**config.mk**
```make
export PLATFORM = sky130hd
export DESIGN_NAME = licr_line_interface_control_regs
export DESIGN_NICKNAME = d
export VERILOG_FILES = /design/src/rtl/licr_pkg.sv /design/src/rtl/licr_line_interface_control_regs.sv
export SDC_FILE = /design/constraint.sdc
export NUM_CORES = 1
export LEC_CHECK = 0
export BUFFER_PORTS_ARGS = -buffer_cell sky130_fd_sc_hd__buf_2
export CAP_MARGIN = 20
export CORE_MARGIN = 2
export CORE_UTILIZATION = 43
export CTS_CLUSTER_DIAMETER = 120
export DETAILED_ROUTE_END_ITERATION = 12
export GPL_TIMING_DRIVEN = 0
export PLACE_DENSITY = 0.79
export RECOVER_POWER = 50
export SLEW_MARGIN = 20
export SYNTH_ARGS = -nofsm -noshare
export SYNTH_HDL_FRONTEND = slang
export SYNTH_SLANG_ARGS = --single-unit
```
**constraint.sdc**
```tcl
create_clock -name clock_in -period 2.6 [get_ports clock_in]
set_input_delay 0.52 -clock clock_in [delete_from_list [all_inputs] [get_ports clock_in]]
set_output_delay 0.52 -clock clock_in [all_outputs]
set_load 0.03 [all_outputs]
```
**src/rtl/licr_pkg.sv**
```systemverilog
// Functional notes
// two-bit field picks one of four terminations
// termination mode sets transmit level code
// ringer bit: clear high, set synthesized
// threshold bit picks ring detection window
// second register resets zero, bits 6:0 writable
// writing one to bit 6 starts calibration
// bit 5 set suppresses automatic calibration
// software writes zero to reserved bit 7
package licr_pkg;

  // ==========================================================
  // register map
  localparam logic [11:0] LICR_FIRST_OFFSET = 12'h000;
  localparam logic [11:0] LICR_SECOND_OFFSET = 12'h004;
  localparam logic [7:0] LICR_FIRST_RESET = 8'h00;
  localparam logic [7:0] LICR_SECOND_RESET = 8'h00;
  localparam logic [7:0] LICR_SECOND_WMASK = 8'h7F;

  // ==========================================================
  // field positions
  localparam int LICR_TERM_LSB = 2;
  localparam int LICR_RING_IMP_BIT = 1;
  localparam int LICR_RING_THR_BIT = 0;
  localparam int LICR_MANUAL_CAL_START_BIT = 6;
  localparam int LICR_AUTO_CAL_DISABLE_BIT = 5;

  // ==========================================================
  // termination modes and transmit level codes
  typedef enum logic [1:0] {
    LICR_TERM_LOW_VOLTAGE = 2'h0,
    LICR_TERM_REGIONAL_LOW = 2'h1,
    LICR_TERM_STANDARD = 2'h2,
    LICR_TERM_CURRENT_LIMIT = 2'h3
  } licr_term_e;

  // signed dBm
  localparam logic signed [3:0] LICR_TX_LEVEL_M5 = -4'sd5;
  localparam logic signed [3:0] LICR_TX_LEVEL_M3 = -4'sd3;
  localparam logic signed [3:0] LICR_TX_LEVEL_M1 = -4'sd1;

  typedef struct packed {
    licr_term_e termination_mode_sel;
    logic signed [3:0] tx_level_dbm;
    logic ringer_impedance_sel;
    logic ring_threshold_sel;
    logic auto_cal_disable;
  } licr_line_ctrl_s;

  function automatic logic signed [3:0] licr_tx_level(input licr_term_e mode);
    case (mode)
      LICR_TERM_LOW_VOLTAGE: licr_tx_level = LICR_TX_LEVEL_M5;
      LICR_TERM_REGIONAL_LOW: licr_tx_level = LICR_TX_LEVEL_M3;
      default: licr_tx_level = LICR_TX_LEVEL_M1;
    endcase
  endfunction

endpackage

```
**src/rtl/licr_line_interface_control_regs.sv**
```systemverilog
`timescale 1ns/10ps
module licr_line_interface_control_regs
  import licr_pkg::*;
(
  input wire logic clock_in,
  input wire logic rst_b_in,
  input wire logic clk_en_in,
  input wire logic psel_in,
  input wire logic penable_in,
  input wire logic pwrite_in,
  input wire logic [11:0] paddr_in,
  input wire logic [31:0] pwdata_in,
  output logic [31:0] prdata_out,
  output logic pready_out,
  output logic pslverr_out,
  output licr_line_ctrl_s line_ctrl_out,
  output logic cal_start_out
);

  // ==========================================================
  // register storage
  logic [7:0] first_reg;
  logic [7:0] second_reg;
  logic [7:0] next_first_reg;
  logic [7:0] next_second_reg;

  // ==========================================================
  // bus phase and decode
  logic setup_ok;
  logic access_ok;
  logic hit_first;
  logic hit_second;
  logic mapped;
  logic wr_first;
  logic wr_second;
  logic [31:0] next_prdata;

  // ==========================================================
  // line settings held for the analog side
  licr_term_e term_mode;
  licr_term_e next_term_mode;
  logic signed [3:0] tx_level;
  logic signed [3:0] next_tx_level;
  logic ringer_imp;
  logic ring_thr;
  logic cal_disable;

  // ==========================================================
  // word match against one register offset
  function automatic logic licr_addr_hit(
    input logic [11:0] addr,
    input logic [11:0] offset
  );
    licr_addr_hit = (addr == offset);
  endfunction

  // ==========================================================
  // merge of written bits under a mask
  function automatic logic [7:0] licr_masked(
    input logic [7:0] old_value,
    input logic [7:0] new_value,
    input logic [7:0] mask
  );
    licr_masked = (old_value & ~mask) | (new_value & mask);
  endfunction

  // ==========================================================
  // address decode
  always_comb
  begin
    hit_first = 1'b0;
    hit_second = 1'b0;
    if (licr_addr_hit(paddr_in, LICR_FIRST_OFFSET))
    begin
      hit_first = 1'b1;
    end
    else if (licr_addr_hit(paddr_in, LICR_SECOND_OFFSET))
    begin
      hit_second = 1'b1;
    end
  end

  assign mapped = hit_first || hit_second;

  // ==========================================================
  // bus phases, writes land only at the pready edge
  assign setup_ok = psel_in && !penable_in;
  assign access_ok = psel_in && penable_in && pready_out;
  assign wr_first = access_ok && pwrite_in && hit_first;
  assign wr_second = access_ok && pwrite_in && hit_second;

  // ==========================================================
  // read data select, launched in setup
  always_comb
  begin
    next_prdata = prdata_out;
    if (setup_ok && !pwrite_in)
    begin
      if (hit_first)
      begin
        next_prdata = {24'h00_0000, first_reg};
      end
      else if (hit_second)
      begin
        next_prdata = {24'h00_0000, second_reg};
      end
      else
      begin
        next_prdata = 32'h0000_0000;
      end
    end
  end

  // ==========================================================
  // next register values
  always_comb
  begin
    next_first_reg = first_reg;
    if (wr_first)
    begin
      next_first_reg = pwdata_in[7:0];
    end
  end

  always_comb
  begin
    next_second_reg = second_reg;
    if (wr_second)
    begin
      next_second_reg = licr_masked(second_reg, pwdata_in[7:0], LICR_SECOND_WMASK);
    end
  end

  // ==========================================================
  // line setting decode
  always_comb
  begin
    next_term_mode = licr_term_e'(first_reg[LICR_TERM_LSB +: 2]);
    next_tx_level = licr_tx_level(next_term_mode);
  end

  // ==========================================================
  // ready, no wait state
  always_ff @(posedge clock_in)
  begin
    if (!rst_b_in)
    begin
      pready_out <= 1'b0;
    end
    else if (clk_en_in)
    begin
      pready_out <= setup_ok;
    end
  end

  // ==========================================================
  // error for unmapped words
  always_ff @(posedge clock_in)
  begin
    if (!rst_b_in)
    begin
      pslverr_out <= 1'b0;
    end
    else if (clk_en_in)
    begin
      pslverr_out <= setup_ok && !mapped;
    end
  end

  // ==========================================================
  // read data
  always_ff @(posedge clock_in)
  begin
    if (!rst_b_in)
    begin
      prdata_out <= 32'h0000_0000;
    end
    else if (clk_en_in)
    begin
      prdata_out <= next_prdata;
    end
  end

  // ==========================================================
  // first register
  always_ff @(posedge clock_in)
  begin
    if (!rst_b_in)
    begin
      first_reg <= LICR_FIRST_RESET;
    end
    else if (clk_en_in)
    begin
      first_reg <= next_first_reg;
    end
  end

  // ==========================================================
  // second register, bit 7 reads zero
  always_ff @(posedge clock_in)
  begin
    if (!rst_b_in)
    begin
      second_reg <= LICR_SECOND_RESET;
    end
    else if (clk_en_in)
    begin
      second_reg <= next_second_reg;
    end
  end

  // ==========================================================
  // termination mode
  always_ff @(posedge clock_in)
  begin
    if (!rst_b_in)
    begin
      term_mode <= LICR_TERM_LOW_VOLTAGE;
    end
    else if (clk_en_in)
    begin
      term_mode <= next_term_mode;
    end
  end

  // ==========================================================
  // transmit level
  always_ff @(posedge clock_in)
  begin
    if (!rst_b_in)
    begin
      tx_level <= 4'sh0;
    end
    else if (clk_en_in)
    begin
      tx_level <= next_tx_level;
    end
  end

  // ==========================================================
  // ringer impedance
  always_ff @(posedge clock_in)
  begin
    if (!rst_b_in)
    begin
      ringer_imp <= 1'b0;
    end
    else if (clk_en_in)
    begin
      ringer_imp <= first_reg[LICR_RING_IMP_BIT];
    end
  end

  // ==========================================================
  // ring threshold window
  always_ff @(posedge clock_in)
  begin
    if (!rst_b_in)
    begin
      ring_thr <= 1'b0;
    end
    else if (clk_en_in)
    begin
      ring_thr <= first_reg[LICR_RING_THR_BIT];
    end
  end

  // ==========================================================
  // automatic calibration disable
  always_ff @(posedge clock_in)
  begin
    if (!rst_b_in)
    begin
      cal_disable <= 1'b0;
    end
    else if (clk_en_in)
    begin
      cal_disable <= second_reg[LICR_AUTO_CAL_DISABLE_BIT];
    end
  end

  // ==========================================================
  // manual calibration start pulse
  always_ff @(posedge clock_in)
  begin
    if (!rst_b_in)
    begin
      cal_start_out <= 1'b0;
    end
    else if (clk_en_in)
    begin
      cal_start_out <= wr_second && pwdata_in[LICR_MANUAL_CAL_START_BIT];
    end
  end

  // ==========================================================
  // line settings out, all from flops
  assign line_ctrl_out = {
    term_mode,
    tx_level,
    ringer_imp,
    ring_thr,
    cal_disable
  };

endmodule // licr_line_interface_control_regs

```
==> results.md, run 1 <==
* Critical path startpoint category: input port
* Fillcell total at about 360
* Slew at the pin closest to its max-slew limit at 669 ps
* Tcrit/Tclk final at between 80% and 90%
* DR WL/cell at between 10 and 15 um
* Vias in the first global route at 1157
* Post-Place Worst Slack at 141 ps
* Post-Synth XOR/XNOR Area at 0%
* Number of distinct library cells after synthesis at 33
* CP endpoint kind: register
* Pleak at about 0.89 nW
* Cells after Synth at between 150 and 200
* Req. time, crit path at 2810 ps
* Dpl hpwl at approximately 2.5 mm
* Die height at 65.2 um
* Worst-Skew Late Latency at between 200 and 300 ps
* RSZ-0062 raised after global routing: false
* # H-tree levels at 2
* Register Area at about 680 um^2
* Yosys top cell area share at between 40% and 50%
* Routed vias/inst at 4.53
* Die ar. at about 0.0042 mm^2
* Slew Viols, Final at 0
* Largest family of logic cells by synthesized area: simple AND/OR/NAND/NOR gates
* Synthesized area at 0.00161 mm^2
* Hold Path Class: register to register
* Mean post-synth cell area at roughly 9 um^2
* Rel. slew slack at 55.0%
* Final WS setup at ~450 ps
* #FFs+latches synth at 34
* Die Width at between 60 and 70 um
* First-pass GRT wire length at slightly above 5 mm
* Yosys warns at 0
* EDFF count, synth at 0
* TritonCTS clock tree: built
* Area growth, synth to finish at 27.8%
* Synth Area in Simple Gates at between 15 and 20%
* Seq/Total Area, Yosys at between 40 and 50%
* CTS Buf Count at 5
* CTS sink count at 34
* Largest net degree at the start of global routing at 11
* Post-CTS Resized at 0
* Final worst path period need at approximately 2100 ps
* Max Cap Violations at 0
* Most common cell in the netlist: nand2_1
* Remaining DRCs at 0
* Status: finished clean
* Critical Path, Cell by Cell: buf_2 > or4_4 > nor4_4 > and3_1 > buf_6 > mux2i_1
* DR vias at ~1400
* Area of the multi-input gates at about 750 um^2
* Pre-antenna DRT Iters at 4
* Setup TNS Final at 0 ps
* Initial antenna violation count at 0
* Initial Utilization at between 40% and 50%
* Clock slew at the register clock pins of the worst setup and hold paths at 60 ps
* Pwr Density at approximately 560 mW/mm^2
* # setup viols final at 0
* Critical Path AT at around 2400 ps
* Drt total wl at about 3.3 mm
* Final Hold Fails at 0
* Setup Buffers After CTS at 0
* Max clock buf depth at 2
* Antenna cells at 0
* CP Max Fanout at 9
* Commonest cells in the netlist: nand2_1, dfxtp_1, buf_4
* Io pins at between 90 and 100
* Synth async-reset ratio at 0%
* Worst vdd ir at approximately 0.27 mV
* Tot GR Track Use at between 10% and 20%
* Synth Area in Adders at 0%
* Core Area at roughly 0.0036 mm^2
* Worst Setup Path Type: input port to register
* Share of cells above drive strength 1 at 27.0%
* Post-synthesis compound-gate area fraction at about a tenth
* Largest delay share family, worst path: simple AND/OR/NAND/NOR gates
* Total gr overflow at 0
* ANT nets after route at 0
* Yosys top cell by area: dfxtp_1
* PortBufs at 43
* Top_reg_cell synth: dfxtp_1
* Layout Nets at about 300
* RD Place Congestion at around 0.76
* Fmax at between 400 and 500 MHz
* CTS Root Cell: clkbuf_8
* Site row count at 22
* Synth top area cells: dfxtp_1, buf_4, mux2i_1
* Critical path's slowest cell: or4_4
* Multiplexer share of the synthesized area at a little under an eighth
* # hold bufs at CTS at 0
* Buf+Inv Stages, Crit Path at 2
* DRT iter0 DRCs at 51
* Slowest stage delay, CP at 570 ps
* Final Skew at between 5 and 6 ps
## cell usage in the layout (no fill, tap or decap), drive strengths merged, types with 2 or more instances in the layout
cell type  instances
a21boi             3
a21oi              3
a22oi              2
a31oi              5
and3               2
and3b              2
buf               54
clkbuf            36
conb              24
dfxtp             34
inv                2
mux2i             19
nand2             35
nand2b             3
nor2b              5
nor4               3
o21ai              8
or4                2
## final timing paths
kind / start / end / slack (ps) / cells past startpoint
worst max-delay path: paddr_in[4] / first_reg[7]$_SDFFE_PN0P_ / 450 / 6
worst min-delay path: second_reg[2]$_SDFFE_PN0P_ / second_reg[2]$_SDFFE_PN0P_ / 460 / 2
worst max register to register: pready_out$_SDFFE_PN0P_ / second_reg[3]$_SDFFE_PN0P_ / 1340 / 4
worst min register to register: second_reg[2]$_SDFFE_PN0P_ / second_reg[2]$_SDFFE_PN0P_ / 460 / 2
## worst reg2reg max path, cell delays in order (launching register included)
cell	delay (ps)
dfxtp_1	350
and4_1	220
and3_1	150
buf_2	250
mux2i_1	220
## per-layer routing
metal  part of all wire (%)  routed length (um)  GRT usage, %
met1                     44                1440          18.6
met2                     47                1540          26.8
met3                    7.2                 239          4.45
met4                    2.2                  74          9.38
met5                      0                   0             0
## cell families (layout without fill, tap and decap cells)
group,Yosys count,count (layout)
flops,34,34
other cells,1,24
buf+inv,41,92
mux,19,19
simple gates,58,58
compound gates,25,25
## area by class of cell
type                            count  area share (%)
Tap cell                           48            2.92
Sequential cell                    34            33.1
Multi-Input combinational cell    126            36.3
Timing Repair Buffer               43            9.31
Buffer                             39            12.7
Clock buffer                        8            5.35
Inverter                            2           0.365
## per-stage QoR
step / util, % / power [mW] / hold WS [ps] / cells / area [um^2]
final: 56.6 / 1.14 / 461 / 300 / 2060
after global routing: 56.6 / 1.18 / 474 / 300 / 2060
after CTS: 57.3 / 1.16 / 458 / 300 / 2080
after detailed placement: 54.2 / 0.705 / 448 / 292 / 1970
after global placement: 54.2 / 0.703 / 442 / 292 / 1970
after floorplan: - / 0.669 / 434 / 201 / 1700
## report_power, final
| group | internal, mW | switching [mW] |
|---|---|---|
| registers | 0.529 | 0.00414 |
| logic | 0.0561 | 0.103 |
| clock network | 0.267 | 0.184 |
No activity file was read; power rests on OpenSTA's default activity.
==> run 2, diff against run 1 <==
clock period = 2.1 ns   (was 2.6 ns; I/O delays follow)
==> run 2 against run 1 <==
Compared with the run above: global-route usage did not move; sequential power rose by 24%; power rose by 24%; final cell count rose by 0.67%; register-to-register slack got worse by 490 ps; worst setup slack got worse by 330 ps; flip-flop and latch count did not move; clock skew fell by 0.76 ps; critical path depth did not move; first-iteration DRC count fell by 5.9%; critical endpoint is now second_reg[3]$_SDFFE_PN0P_; largest power group unchanged; highest routed layer unchanged.
==> results.md, run 2 (same netlist as run 1, synthesis figures left out) <==
* Status: finished clean
* Hold Path Class: input port to register
* Critical path startpoint category: input port
* Most frequent standard cell in the layout excluding fill and tap cells: nand2_1
* Slew at the pin closest to its max-slew limit at 672 ps (+3.05 ps)
* Max clock buf depth at 2 (unchanged)
* Final Skew at 4.41 ps (-0.755 ps)
* CTS Buf Count at 5 (unchanged)
* # H-tree levels at 2 (unchanged)
* Remaining DRCs at 0 (unchanged)
* Final Hold Fails at 0 (unchanged)
* CTS sink count at 34 (unchanged)
* Placed instance area at 0.00197 mm^2 (unchanged)
* Switching Fraction at 25.5% (about the same)
* Clk network pwr share at 39.4% (about the same)
* Critical Path AT at 2190 ps (-170 ps)
* Hold path endpoint: cal_start_out$_SDFFE_PN0P_
* Setup Buffers After CTS at 0 (unchanged)
* Area growth, synth to finish at 28.8%
* Die ar. at 0.00425 mm^2 (unchanged)
* NetSw at 361 uW (+24%)
* Hold Startpoint: pwdata_in[6]
* Largest net degree at the start of global routing at 11 (unchanged)
* Tot GR Track Use at 16.1% (unchanged)
* Critical path's slowest cell: or4_4
* # setup viols final at 0 (unchanged)
* Die height at 65.2 um (unchanged)
* DRT iter0 DRCs at 48 (-5.9%)
* Pwr Density at 683 mW/mm^2 (+23%)
* R2r setup slk at 850 ps (-490 ps)
* Worst-Skew Late Latency at 290 ps (about the same)
* Routed vias/inst at 4.55 (+0.43%)
* DR vias at 1374 (+1.1%)
* Fmax at 507 MHz
* Req. time, crit path at 2320 ps (-490 ps)
* R2r startpoint: pready_out$_SDFFE_PN0P_
* Drt total wl at 3.30 mm (about the same)
* Crit path launch: paddr_in[4]
* # hold bufs at CTS at 0 (unchanged)
* CP endpoint kind: register
* Pint at 1.05 mW (+24%)
* Max Cap Violations at 0 (unchanged)
* Slowest stage delay, CP at 570 ps (about the same)
* Tcrit/Tclk final at about 94%
* Pleak at 0.896 nW (+1.2%)
* Post-layout util at 57.0% (+0.41 points)
* Total Power at 1.42 mW (+24%)
* Vias in the first global route at 1157 (unchanged)
* Slew Viols, Final at 0 (unchanged)
* DR WL/cell at 10.9 um (-0.69%)
* Post-CTS Resized at 0 (unchanged)
* Die Width at 65.2 um (unchanged)
* Seq pwr share at 46.6% (about the same)
* Total gr overflow at 0 (unchanged)
* Fillcell total at 363 (unchanged)
* RSZ-0062 raised after global routing: false
* Hold Path Depth at 2 (unchanged)
* Clock slew at the register clock pins of the worst setup and hold paths at 70 ps (about the same)
* Antenna cells at 0 (unchanged)
* Design area at 0.00207 mm^2 (+0.73%)
* Layout Nets at 303 (+0.66%)
* Buf+Inv Stages, Crit Path at 2 (unchanged)
* Worst vdd ir at 0.332 mV (+24%)
* Setup TNS Final at 0 ps (unchanged)
* TritonCTS clock tree: built
* Most frequent cells in the layout: nand2_1, dfxtp_1, buf_4
* Site row count at 22 (unchanged)
* First-pass GRT wire length at 5.08 mm (unchanged)
* Post-Place Worst Slack at -259 ps (-400 ps)
* Dpl hpwl at 2.46 mm (unchanged)
* Worst Setup Path Type: input port to register
* Critical R2R Capture: second_reg[3]$_SDFFE_PN0P_
* CP Max Fanout at 8 (-1)
* Pre-antenna DRT Iters at 4 (unchanged)
* Final worst path period need at between 1500 and 2000 ps
* RD Place Congestion at 0.762 (unchanged)
* Share of cells above drive strength 1 at 27.6% (+0.57 points)
* Initial antenna violation count at 0 (unchanged)
* Io pins at 94 (unchanged)
* Largest delay share family, worst path: simple AND/OR/NAND/NOR gates
* Most used cell, CP: buf_2
* Final WS setup at 127 ps (-327 ps)
* Reg2Reg Depth at 4 (unchanged)
* PortBufs at 43 (unchanged)
* Rel. slew slack at 54.8% (-0.20 points)
* Initial Utilization at 44.3% (unchanged)
* Gate power share at 14.0% (about the same)
* WP depth at 6 (unchanged)
* Critical Path, Cell by Cell: buf_2 > or4_4 > nor4_1 > and3_1 > buf_2 > mux2i_1
* Core Area at 0.00363 mm^2 (unchanged)
* ANT nets after route at 0 (unchanged)
* CTS Root Cell: clkbuf_8
## run 2: how the worst max path moves through the flow
stage | slack, ps | endpoint
final | 130 | second_reg[3]$_SDFFE_PN0P_
after global routing | 10 | second_reg[6]$_SDFFE_PN0P_
after CTS | 40 | first_reg[7]$_SDFFE_PN0P_
after detailed placement | -260 | first_reg[7]$_SDFFE_PN0P_
after global placement | -200 | first_reg[2]$_SDFFE_PN0P_
after floorplan | 100 | first_reg[1]$_SDFFE_PN0P_
## run 2: worst reg2reg max path, cell delays in order (launching register included)
cell and delay, ps:
dfxtp_1 350, and4_1 210, and3_1 150, buf_2 250, mux2i_1 220
## run 2: area by class of cell
class | instances | area [um^2] | area share [%]
plain buffers | 39 | 260 | 12.6
clock buffers | 8 | 110 | 5.31
inverters | 2 | 7.51 | 0.362
multi-input cells | 126 | 747 | 36.1
flip-flops and latches | 34 | 681 | 32.9
well taps | 48 | 60.1 | 2.90
repair buffers | 45 | 206 | 9.96
## run 2: metal layers
layer / track usage, % / part of all wire (%) / routed length [um]
met1: 18.6 / 42 / 1400
met2: 26.8 / 48 / 1570
met3: 4.45 / 7.8 / 258
met4: 9.38 / 2.2 / 74
met5: 0 / 0 / 0
## run 2: power by group through the flow
stage	combinational (mW)	sequential, mW	clock (mW)
after detailed placement	0.199	0.674	0
final	0.198	0.660	0.558
after global routing	0.211	0.660	0.593
after floorplan	0.136	0.693	0
after global placement	0.197	0.673	0
after CTS	0.199	0.659	0.573
## run 2: stage by stage
stage | hold slack [ps] | instances
after floorplan | 434 | 201
after global placement | 442 | 292
after detailed placement | 448 | 292
after CTS | 378 | 300
after global routing | 389 | 302
final | 383 | 302
==> run 3, diff against run 2 <==
RECOVER_POWER = default   (was 50)
==> run 3 against run 2 <==
Compared with the run above: sequential power hardly changed; critical path depth stayed put; final cell count stayed put; first-iteration DRC count is 33% lower; die area stayed put; combinational power hardly changed; utilization is 0.65 points higher; worst setup slack worse by 24 ps; largest power group unchanged.
==> results.md, run 3 (same netlist as run 1, synthesis figures left out) <==
* Pleak at 0.976 nW (+8.9%)
* Seq pwr share at 46.5% (about the same)
* Slowest stage delay, CP at 570 ps (about the same)
* Fillcell total at 350 (-3.6%)
* Worst-Skew Late Latency at 290 ps (about the same)
* Initial antenna violation count at 0 (unchanged)
* Global route hottest layer: met2
* Most frequent cells in the layout: buf_2, nand2_1, dfxtp_1
* Clock slew at the register clock pins of the worst setup and hold paths at 70 ps (about the same)
* Hold Startpoint: pwdata_in[6]
* Pre-antenna DRT Iters at 4 (unchanged)
* CTS sink count at 34 (unchanged)
* Status: finished clean
* CP endpoint kind: register
* # hold bufs at CTS at 0 (unchanged)
* Total Power at 1.42 mW (+0.13%)
* PortBufs at 43 (unchanged)
* Most used cell, CP: buf_2
* Dpl hpwl at 2.46 mm (unchanged)
* CTS Buf Count at 5 (unchanged)
* Pwr Density at 676 mW/mm^2 (-1.0%)
* Total gr overflow at 0 (unchanged)
* Area growth, synth to finish at 30.2%
* Post-Layout Cell Count at 302 (unchanged)
* DR vias at 1366 (-0.58%)
* Reg2Reg Depth at 4 (unchanged)
* GR Util met3 at 4.45% (unchanged)
* DR WL/cell at 10.8 um (-0.70%)
* Final Skew at 4.08 ps (-0.329 ps)
* R2r setup slk at 840 ps (about the same)
* # H-tree levels at 2 (unchanged)
* Vias in the first global route at 1157 (unchanged)
* Tcrit/Tclk final at 95.1% (+1.1 points)
* Die height at 65.2 um (unchanged)
* Final worst path period need at 2000 ps (+24.1 ps)
* Remaining DRCs at 0 (unchanged)
* Fmax at 501 MHz (-1.2%)
* Gate power share at 14.1% (about the same)
* TritonCTS clock tree: built
* Max clock buf depth at 2 (unchanged)
* Critical path's slowest cell: or4_4
* RSZ-0062 raised after global routing: false
* Initial Utilization at 44.3% (unchanged)
* # setup viols final at 0 (unchanged)
* Rel. slew slack at 54.8% (about the same)
* Critical R2R Capture: second_reg[3]$_SDFFE_PN0P_
* Layout Nets at 303 (unchanged)
* Routed vias/inst at 4.52 (-0.58%)
* Met2 GRT Util at 26.8% (unchanged)
* Max Cap Violations at 0 (unchanged)
* Antenna cells at 0 (unchanged)
* Hold Path Class: input port to register
* Setup TNS Final at 0 ps (unchanged)
* Hold Path Depth at 2 (unchanged)
* Worst Setup Path Type: input port to register
* DRT iter0 DRCs at 32 (-33%)
* Critical Path AT at 2210 ps (+20 ps)
* Hold path endpoint: cal_start_out$_SDFFE_PN0P_
* Clk network pwr share at 39.4% (about the same)
* Final Hold Fails at 0 (unchanged)
* Pint at 1.06 mW (+0.25%)
* Worst vdd ir at 0.332 mV (+0.16%)
* Die ar. at 0.00425 mm^2 (unchanged)
* ANT nets after route at 0 (unchanged)
* Slew at the pin closest to its max-slew limit at 672 ps (-0.279 ps)
* Die Width at 65.2 um (unchanged)
* R2r startpoint: pready_out$_SDFFE_PN0P_
* RD Place Congestion at 0.762 (unchanged)
* Met1 Resource Use GR at 18.6% (unchanged)
* Post-placement cell count at 292 (unchanged)
* Largest net degree at the start of global routing at 11 (unchanged)
* Tot GR Track Use at 16.1% (unchanged)
* Core Area at 0.00363 mm^2 (unchanged)
* Slew Viols, Final at 0 (unchanged)
* Req. time, crit path at 2320 ps (about the same)
* Critical path startpoint category: input port
* NetSw at 360 uW (-0.22%)
* First-pass GRT wire length at 5.08 mm (unchanged)
* CTS Root Cell: clkbuf_8
* Drt total wl at 3.28 mm (-0.70%)
* Most frequent standard cell in the layout excluding fill and tap cells: buf_2
* Site row count at 22 (unchanged)
* Share of cells above drive strength 1 at 35.0% (+7.5 points)
* Switching Fraction at 25.4% (-0.089 points)
* Critical Path, Cell by Cell: buf_2 > or4_4 > nor4_1 > and3_1 > buf_2 > mux2i_1
* Io pins at 94 (unchanged)
* CP Max Fanout at 8 (unchanged)
run 3: cell types whose count changed in the layout (fill, tap and decap cells not counted), sizes merged:
cell / previous run / this run
buf: 56 / 76
clkbuf: 36 / 16
run 3: layout make-up:
type                            count  area (um^2)  area share, %
Tap cell                           48         60.1           2.87
Inverter                            2         7.51          0.358
Timing Repair Buffer               45          230           11.0
Buffer                             39          260           12.4
Sequential cell                    34          681           32.5
Multi-Input combinational cell    126          747           35.6
Clock buffer                        8          110           5.25
run 3: layer usage:
layer  vias to the layer above  part of all wire (%)
met1                       612                    43
li1                        700                     -
met3                         7                   7.1
met2                        47                    48
met4                         0                   2.3
met5                         -                     0
run 3: how the worst max path moves through the flow:
stage / from / to / cells past startpoint
after global placement: paddr_in[4] / first_reg[2]$_SDFFE_PN0P_ / 6
after global routing: paddr_in[4] / second_reg[6]$_SDFFE_PN0P_ / 6
after CTS: paddr_in[4] / first_reg[7]$_SDFFE_PN0P_ / 6
after floorplan: paddr_in[4] / first_reg[1]$_SDFFE_PN0P_ / 5
after detailed placement: paddr_in[4] / first_reg[7]$_SDFFE_PN0P_ / 6
final: paddr_in[4] / second_reg[3]$_SDFFE_PN0P_ / 6
run 3: timing repair:
item,CTS,global route
resized for setup,0,0
buffers inserted,0,2
endpoints found under the setup margin,0,5
run 3: stage by stage:
step                      setup WS (ps)  util [%]  instance area (um^2)  hold WS [ps]
after global routing               11.8      57.7                  2100           389
after CTS                          44.4      57.3                  2080           378
final                               103      57.7                  2100           383
after global placement             -203      54.2                  1970           442
after detailed placement           -259      54.2                  1970           448
after floorplan                    99.8         -                  1700           434
run 3: power by group through the flow:
stage,Combinational (mW),Clock (mW),Sequential [mW]
floorplan,0.136,0,0.693
finish,0.200,0.558,0.659
CTS,0.199,0.573,0.659
global placement,0.197,0,0.673
detailed placement,0.199,0,0.674
global route,0.213,0.593,0.660
run 3: worst max-delay path, delay by kind of cell:
family	cells	cell delay, ps
simple gates	3	1230
mux	1	220
buf+inv	2	340
